--- config.mk ---
export PLATFORM = sky130hd
export DESIGN_NAME = rtcc_core
export DESIGN_NICKNAME = d
export VERILOG_FILES = /design/src/common/rtcc_pkg.sv /design/src/common/rtcc_tick_if.sv /design/src/rtl/rtcc_divider.sv /design/src/rtl/rtcc_core.sv
export SDC_FILE = /design/constraint.sdc
export NUM_CORES = 1
export LEC_CHECK = 0
export ABC_CLOCK_PERIOD_IN_PS = 5300
export BUFFER_PORTS_ARGS = -buffer_cell sky130_fd_sc_hd__buf_2
export CORE_ASPECT_RATIO = 1.75
export CORE_MARGIN = 4
export CORE_UTILIZATION = 55
export CTS_CLUSTER_DIAMETER = 120
export DETAILED_ROUTE_END_ITERATION = 8
export GPL_TIMING_DRIVEN = 0
export PLACE_DENSITY = 0.92
export SYNTH_ARGS = -nofsm -noshare
export SYNTH_HDL_FRONTEND = slang
export SYNTH_HIERARCHICAL = 1
export SYNTH_SLANG_ARGS = --single-unit
export TNS_END_PERCENT = 10
--- constraint.sdc ---
create_clock -name clk_sys -period 5.3 [get_ports clk_sys]
set_input_delay 0 -clock clk_sys [delete_from_list [all_inputs] [get_ports clk_sys]]
set_output_delay 0 -clock clk_sys [all_outputs]
set_load 0.01 [all_outputs]
--- src/common/rtcc_pkg.sv ---
/*
 * Constants for the calendar clock: field ranges, defaults, timing counts.
 * Assumes a single 250 MHz system clock and word-wide register ports.
 */
// Summary of operation
// - With the year select clear, the year reads as its last two digits.
// - With the year select set, the year reads as two digits plus 2000.
// - The half-minute correction fires only on a rising request edge.
// - Correction at seconds 0 to 29 keeps minutes and zeroes seconds.
// - Correction at seconds 30 to 59 adds a minute and zeroes seconds.
// - Fields stay within their ranges: 0-59, 0-23, 1-31, 1-12, 1-7, 0-99.
// - An invalid written setting loads zeros and ones as the default date.
// - Stored time is retained across power loss and resumes afterwards.
// - Without backup, time advances only while powered.
// - Time is written by the time-write instruction or a programming port.
package rtcc_pkg;
    localparam int RTCC_CLK_HZ = 250_000_000;
    localparam int RTCC_TICK_S = 1;
    localparam int RTCC_TICK_CYC = RTCC_CLK_HZ * RTCC_TICK_S;
    localparam logic [15:0] RTCC_YEAR_BASE = 16'h07D0;
    localparam logic [7:0] RTCC_SEC_MAX = 8'h3B;
    localparam logic [7:0] RTCC_MIN_MAX = 8'h3B;
    localparam logic [7:0] RTCC_HOUR_MAX = 8'h17;
    localparam logic [7:0] RTCC_DAY_MAX = 8'h1F;
    localparam logic [7:0] RTCC_MON_MAX = 8'h0C;
    localparam logic [7:0] RTCC_WDAY_MAX = 8'h07;
    localparam logic [7:0] RTCC_YEAR_MAX = 8'h63;
    localparam logic [7:0] RTCC_SEC_HALF = 8'h1E;
    localparam logic [7:0] RTCC_RST_ZERO = 8'h00;
    localparam logic [7:0] RTCC_RST_ONE = 8'h01;
    typedef struct packed {
        logic [7:0] sec;
        logic [7:0] min;
        logic [7:0] hour;
        logic [7:0] day;
        logic [7:0] mon;
        logic [7:0] wday;
        logic [7:0] year;
    } rtcc_time_s;
endpackage : rtcc_pkg

--- src/common/rtcc_tick_if.sv ---
/*
 * Carrier for the one-second tick between divider and clock core.
 * Assumes both ends run on clk_sys.
 */
`timescale 1ns/1ns
interface rtcc_tick_if;
    logic run;
    logic tick;
    modport src (input run, output tick);
    modport dst (output run, input tick);
endinterface : rtcc_tick_if

--- src/rtl/rtcc_divider.sv ---
/*
 * One-second enable divider.
 * Assumes clk_sys at the rate given in the package.
 */
`timescale 1ns/1ns
module rtcc_divider
    import rtcc_pkg::*;
#(
    parameter int DIV_CYC = RTCC_TICK_CYC
) (
    input wire logic clk_sys,
    input wire logic arst_n,
    rtcc_tick_if.src tk
);
    logic [31:0] cnt_reg;

    // Counts only while powered and running
    always_ff @(posedge clk_sys or negedge arst_n) begin
        if (!arst_n) begin
            cnt_reg <= 32'h0;
            tk.tick <= 1'b0;
        end else if (!tk.run) begin
            tk.tick <= 1'b0;
        end else if (cnt_reg == 32'(DIV_CYC - 1)) begin
            cnt_reg <= 32'h0;
            tk.tick <= 1'b1;
        end else begin
            cnt_reg <= cnt_reg + 32'h1;
            tk.tick <= 1'b0;
        end
    end
endmodule : rtcc_divider

--- src/rtl/rtcc_core.sv ---
/*
 * Calendar clock core: seven word registers, correction, year display.
 * Assumes retention across power loss is provided by the state cells
 * themselves; reset marks power-up and loads the default date, as does an invalid write.
 */
`timescale 1ns/1ns
module rtcc_core
    import rtcc_pkg::*;
#(
    parameter int DIV_CYC = RTCC_TICK_CYC
) (
    input wire logic clk_sys,
    input wire logic arst_n,
    input wire logic powered,
    input wire logic year_offset_select,
    input wire logic half_minute_correct_request,
    input wire logic time_write_instruction,
    input wire logic periph_write,
    input wire logic [15:0] wr_seconds,
    input wire logic [15:0] wr_minutes,
    input wire logic [15:0] wr_hours,
    input wire logic [15:0] wr_day_of_month,
    input wire logic [15:0] wr_month,
    input wire logic [15:0] wr_weekday,
    input wire logic [15:0] wr_year,
    output logic [15:0] rtc_seconds,
    output logic [15:0] rtc_minutes,
    output logic [15:0] rtc_hours,
    output logic [15:0] rtc_day_of_month,
    output logic [15:0] rtc_month,
    output logic [15:0] rtc_weekday,
    output logic [15:0] rtc_year,
    output logic write_invalid
);
    rtcc_time_s t_reg;
    rtcc_time_s t_next;
    rtcc_time_s t_tick;
    logic corr_d_reg;
    logic corr_rise;
    logic corr_high;
    logic wr_any;
    logic wr_ok;
    logic [7:0] mlen;
    logic leap;
    rtcc_tick_if tk ();

    assign tk.run = powered;

    rtcc_divider #(
        .DIV_CYC(DIV_CYC)
    ) u_div (
        .clk_sys(clk_sys),
        .arst_n(arst_n),
        .tk(tk)
    );

    // Rising edge of the correction request
    always_ff @(posedge clk_sys or negedge arst_n) begin
        if (!arst_n) begin
            corr_d_reg <= 1'b0;
        end else begin
            corr_d_reg <= half_minute_correct_request;
        end
    end
    assign corr_rise = half_minute_correct_request & ~corr_d_reg;
    // Upper half of the minute: correction rounds up to the next minute
    assign corr_high = corr_rise & (t_reg.sec >= RTCC_SEC_HALF);

    // Days in the current month; years kept as two digits, 00 is leap
    always_comb begin
        leap = (t_reg.year[1:0] == 2'b00);
        case (t_reg.mon)
            8'h04, 8'h06, 8'h09, 8'h0B: mlen = 8'h1E;
            8'h02: mlen = leap ? 8'h1D : 8'h1C;
            default: mlen = RTCC_DAY_MAX;
        endcase
    end

    // Write strobes and range check on the written setting
    assign wr_any = time_write_instruction | periph_write;
    assign wr_ok = (wr_seconds <= 16'(RTCC_SEC_MAX))
        && (wr_minutes <= 16'(RTCC_MIN_MAX))
        && (wr_hours <= 16'(RTCC_HOUR_MAX))
        && (wr_day_of_month >= 16'(RTCC_RST_ONE))
        && (wr_day_of_month <= 16'(RTCC_DAY_MAX))
        && (wr_month >= 16'(RTCC_RST_ONE))
        && (wr_month <= 16'(RTCC_MON_MAX))
        && (wr_weekday >= 16'(RTCC_RST_ONE))
        && (wr_weekday <= 16'(RTCC_WDAY_MAX))
        && (wr_year <= 16'(RTCC_YEAR_MAX));

    // Cascade of one second into the calendar; also the forced minute carry
    always_comb begin
        t_tick = t_reg;
        if (t_reg.sec >= RTCC_SEC_MAX || corr_high) begin
            t_tick.sec = RTCC_RST_ZERO;
            if (t_reg.min >= RTCC_MIN_MAX) begin
                t_tick.min = RTCC_RST_ZERO;
                if (t_reg.hour >= RTCC_HOUR_MAX) begin
                    t_tick.hour = RTCC_RST_ZERO;
                    t_tick.wday = (t_reg.wday >= RTCC_WDAY_MAX) ?
                        RTCC_RST_ONE : t_reg.wday + 8'h01;
                    if (t_reg.day >= mlen) begin
                        t_tick.day = RTCC_RST_ONE;
                        if (t_reg.mon >= RTCC_MON_MAX) begin
                            t_tick.mon = RTCC_RST_ONE;
                            t_tick.year = (t_reg.year >= RTCC_YEAR_MAX) ?
                                RTCC_RST_ZERO : t_reg.year + 8'h01;
                        end else begin
                            t_tick.mon = t_reg.mon + 8'h01;
                        end
                    end else begin
                        t_tick.day = t_reg.day + 8'h01;
                    end
                end else begin
                    t_tick.hour = t_reg.hour + 8'h01;
                end
            end else begin
                t_tick.min = t_reg.min + 8'h01;
            end
        end else begin
            t_tick.sec = t_reg.sec + 8'h01;
        end
    end

    // Next state: write beats correction beats tick
    always_comb begin
        t_next = t_reg;
        if (wr_any) begin
            if (wr_ok) begin
                t_next.sec = wr_seconds[7:0];
                t_next.min = wr_minutes[7:0];
                t_next.hour = wr_hours[7:0];
                t_next.day = wr_day_of_month[7:0];
                t_next.mon = wr_month[7:0];
                t_next.wday = wr_weekday[7:0];
                t_next.year = wr_year[7:0];
            end else begin
                t_next.sec = RTCC_RST_ZERO;
                t_next.min = RTCC_RST_ZERO;
                t_next.hour = RTCC_RST_ZERO;
                t_next.day = RTCC_RST_ONE;
                t_next.mon = RTCC_RST_ONE;
                t_next.wday = RTCC_RST_ONE;
                t_next.year = RTCC_RST_ZERO;
            end
        end else if (corr_rise) begin
            if (t_reg.sec < RTCC_SEC_HALF) begin
                t_next.sec = RTCC_RST_ZERO;
            end else begin
                t_next = t_tick;
            end
        end else if (tk.tick) begin
            t_next = t_tick;
        end
    end

    // Time state; held unless written, corrected or ticked
    always_ff @(posedge clk_sys or negedge arst_n) begin
        if (!arst_n) begin
            t_reg <= '{RTCC_RST_ZERO, RTCC_RST_ZERO, RTCC_RST_ZERO,
                RTCC_RST_ONE, RTCC_RST_ONE, RTCC_RST_ONE, RTCC_RST_ZERO};
        end else begin
            t_reg <= t_next;
        end
    end

    // Registered word outputs and year display
    always_ff @(posedge clk_sys or negedge arst_n) begin
        if (!arst_n) begin
            rtc_seconds <= 16'(RTCC_RST_ZERO);
            rtc_minutes <= 16'(RTCC_RST_ZERO);
            rtc_hours <= 16'(RTCC_RST_ZERO);
            rtc_day_of_month <= 16'(RTCC_RST_ONE);
            rtc_month <= 16'(RTCC_RST_ONE);
            rtc_weekday <= 16'(RTCC_RST_ONE);
            rtc_year <= 16'(RTCC_RST_ZERO);
            write_invalid <= 1'b0;
        end else begin
            rtc_seconds <= {8'h00, t_reg.sec};
            rtc_minutes <= {8'h00, t_reg.min};
            rtc_hours <= {8'h00, t_reg.hour};
            rtc_day_of_month <= {8'h00, t_reg.day};
            rtc_month <= {8'h00, t_reg.mon};
            rtc_weekday <= {8'h00, t_reg.wday};
            rtc_year <= year_offset_select ?
                RTCC_YEAR_BASE + {8'h00, t_reg.year} :
                {8'h00, t_reg.year};
            if (wr_any) begin
                write_invalid <= ~wr_ok;
            end
        end
    end
endmodule : rtcc_core

==> reports/metrics.cfg <==
[drt]
vias = 6724
final_antenna_net_count = 0
wl_per_cell_um = 19.0
routed_via_density = 5.79
drt-total-wl_um = 22100
drc_errors = 0
drtIter0Drc = 462
dr.pass1.iters = 5

[clock_network]
cts_resized = 0
insertion_delay_ns = 0.42
cts.sinks = 150
cts_htree_levels = 4
clockRootBuffer = clkbuf_16
cts.clk_slew.worst_paths_ns = 0.06
cts_tree = built
cts_made_buffers = 17
cts_setup_buffers = 0
clk_path_buf_depth = 2

[timing]
slew_headroom_pct = 43.8
finalMaxSlewViolations = 0
hold_viol = 0
tightest_slew_ns = 0.836
max_freq_ghz = 0.333
skew_ns = 0.0108
min_period_over_period_pct = 56.7
fin_crit_ns = 3.00
rsz0062_at_grt = false
setup_violations = 0
tns_ns = 0
finalWorstSetupSlack_ns = 2.30

[worst_hold_path]
min-delay-path-class = input port to asynchronous set/reset pin

[power_and_ir_drop]
ir_drop_uv = 205
power_switching_w = 0.000819
power.internal_w = 0.00213
clkPwrFrac_pct = 41.5
p_seq_share_pct = 43.9
p_sw_share_pct = 27.7
power_frac_comb_pct = 14.6
power.leakage_nw = 4.77
cellPowerDensity_nw_per_um2 = 311

[synthesis]
syn_area_um2 = 7150
synth_common_cells = dfrtp_1 (144), buf_4 (56), nand2_1 (43)
yosysMostFrequentCell = dfrtp_1
synth.distinct_cells = 68
async_reset_ff_share_pct = 100
synthTopCellsByArea = dfrtp_1 (50%), buf_4 (5.9%), ha_1 (3.1%)
yosysSeqAreaShare_pct = 52.6
synth_top_area_cell = dfrtp_1
postSynthCellCount = 690
syn_avg_cell_area_um2 = 10.4
synth_compound_area_share_pct = 11.2
synth_edf_count = 0
synth_ff_type = dfrtp_1
synth-simple-area-share_pct = 21.5
synth_top_family_by_area = simple AND/OR/NAND/NOR gates
synthAdderAreaFrac_pct = 3.15
yosysTopAreaCellShare_pct = 50.4
synth-seq-cells = 150
synthXorXnorAreaFrac_pct = 2.45
synthMuxAreaShare_pct = 0.577
yosysWarningCount = 6

[critical_path]
crit_family = simple AND/OR/NAND/NOR gates
timing.critical_path.from = t_reg[16]$_DFFE_PN1P_
cp_cell_sequence = inv_1 > ha_1 > or3_1 > nand4_1 > ha_1 > nand2b_1 > nand3_1 > a31oi_1 > o211ai_2 > buf_2 > o21ai_1
crit_path_frequent_cell = ha_1
r2r_start = t_reg[16]$_DFFE_PN1P_
cp_slowest_cell = dfstp_2
path_class = flop to flop
start_kind = flop
required_ns = 5.57
endpoint_kind = flop
cp_max_fo = 10
critPathBufInv = 2
cp.arrival_ns = 3.28
max_stage_delay_ns = 0.56

[global_routing]
grt_pass1_wl_um = 34700
overflow = 0
grt_usage_pct = 29.9
grt_max_degree = 97
antenna_found_initial = 0
grt_pass1_vias = 6877

[cells_and_area]
areaGrowthSynthToFinish_pct = 32.7
ff_latch_area_um2 = 3760
fill_cells = 807
largest_register_ffs = 56
fin_nets = 1116
multi_input_comb_area_um2 = 2980
layout-drive-gt1-share_pct = 29.7

[floorplan]
io_pins = 232
fp-row-count = 54
die_area_um2 = 15000
coreArea_um2 = 12600
initial_core_util_pct = 56.6
die_h_um = 159
fp.dieW_um = 94.2

[place]
portBuffers = 177
gp_congestion = 0.952
dpl.hpwl_um = 14900
pre_cts_ws_ns = 2.45

[outcome]
status = finished clean

[run]
cap_violations = 0

[layout make-up]
type,instances,share of cell area [%]
clock buffer,18,4.63
antenna,2,0.0527
timing repair buffer,219,14.0
clock inverter,14,1.73
multi-input combinational,491,31.3
sequential,150,39.6
tap,168,2.21
buffer,74,5.38
inverter,26,1.03
[metrics by stage]
stage	instance area (um^2)	instances	total power [W]	utilization [%]	hold WS (ns)
after global routing	9490	1160	0.00306	75.1	0.134
final	9490	1162	0.00295	75.1	0.106
after global placement	8440	1086	0.00168	66.8	0.131
after detailed placement	8470	1087	0.00169	67.1	-0.0243
after floorplan	7340	741	0.00153	-	-0.296
after CTS	9490	1160	0.00294	75.1	0.105
[cell usage in the layout (no fill, tap or decap), types with 4 or more instances in the layout]
master,netlist,routed
and2_1,18,18
clkbuf_1,10,10
inv_1,26,26
and3_1,13,13
xnor2_1,13,13
a221oi_1,5,5
nand2b_1,4,4
nand2_1,43,43
o21ai_1,6,6
and4_1,4,4
o41ai_1,4,4
conb_1,1,52
or3_1,9,9
nand3_1,33,33
nor2_1,36,36
dlygate4sd3_1,0,41
buf_2,5,181
clkbuf_16,0,17
a21oi_1,36,36
inv_6,0,5
nor4b_1,6,6
o31ai_1,8,8
ha_1,18,18
dfstp_2,6,6
o21ai_0,29,29
buf_4,56,56
dfrtp_1,144,144
or4_1,11,11
nor2b_1,11,11
a22oi_1,5,5
nor4_1,30,30
nor3_1,18,18
nand4_1,22,22
xor2_1,7,7
[power groups by stage]
stage | Combinational [W] | Sequential (W) | Clock (W)
global route | 0.000471 | 0.00130 | 0.00129
global placement | 0.000370 | 0.00131 | 0
finish | 0.000430 | 0.00130 | 0.00123
CTS | 0.000415 | 0.00129 | 0.00123
floorplan | 0.000223 | 0.00131 | 0
detailed placement | 0.000383 | 0.00131 | 0
[repair_timing]
item / in CTS / in global routing
setup endpoints to repair: 0 / 0
hold endpoints to repair: 102 / 0
hold buffers: 41 / 0
[path summary, 6_finish.rpt]
| path | to | slack, ns | cells after the start |
|---|---|---|---|
| hold reg to reg | rtc_month[0]$_DFF_PN1_ | 0.38 | 0 |
| min in group clk_sys | t_reg[16]$_DFFE_PN1P_ | 0.11 | 6 |
| setup / recovery | t_reg[2]$_DFFE_PN0P_ | 2.30 | 11 |
| max in group asynchronous | t_reg[16]$_DFFE_PN1P_ | 4.36 | 3 |
| setup reg to reg | t_reg[2]$_DFFE_PN0P_ | 2.30 | 11 |
| hold / removal | u_div/cnt_reg[30]$_DFFE_PN0P_ | 0.11 | 2 |
[routing by layer]
metal / vias to the layer above / global-route usage, % / wire (um)
met2: 440 / 53.8 / 11900
li1: 2980 / - / -
met5: - / 0 / 0
met4: 0 / 16.7 / 1240
met1: 3185 / 31.6 / 7290
met3: 119 / 6.11 / 1690
[cell families (layout without fill, tap and decap cells)]
logic type / Yosys count / in the layout
AO/OA/AOI/OAI: 124 / 124
XOR/XNOR: 20 / 20
adder cells (fa/ha/maj): 18 / 18
buffers and inverters: 100 / 351
flip-flops: 150 / 150
multiplexers: 4 / 4
other: 1 / 54
AND/OR/NAND/NOR: 273 / 273
(Power assumes the default switching activity.)
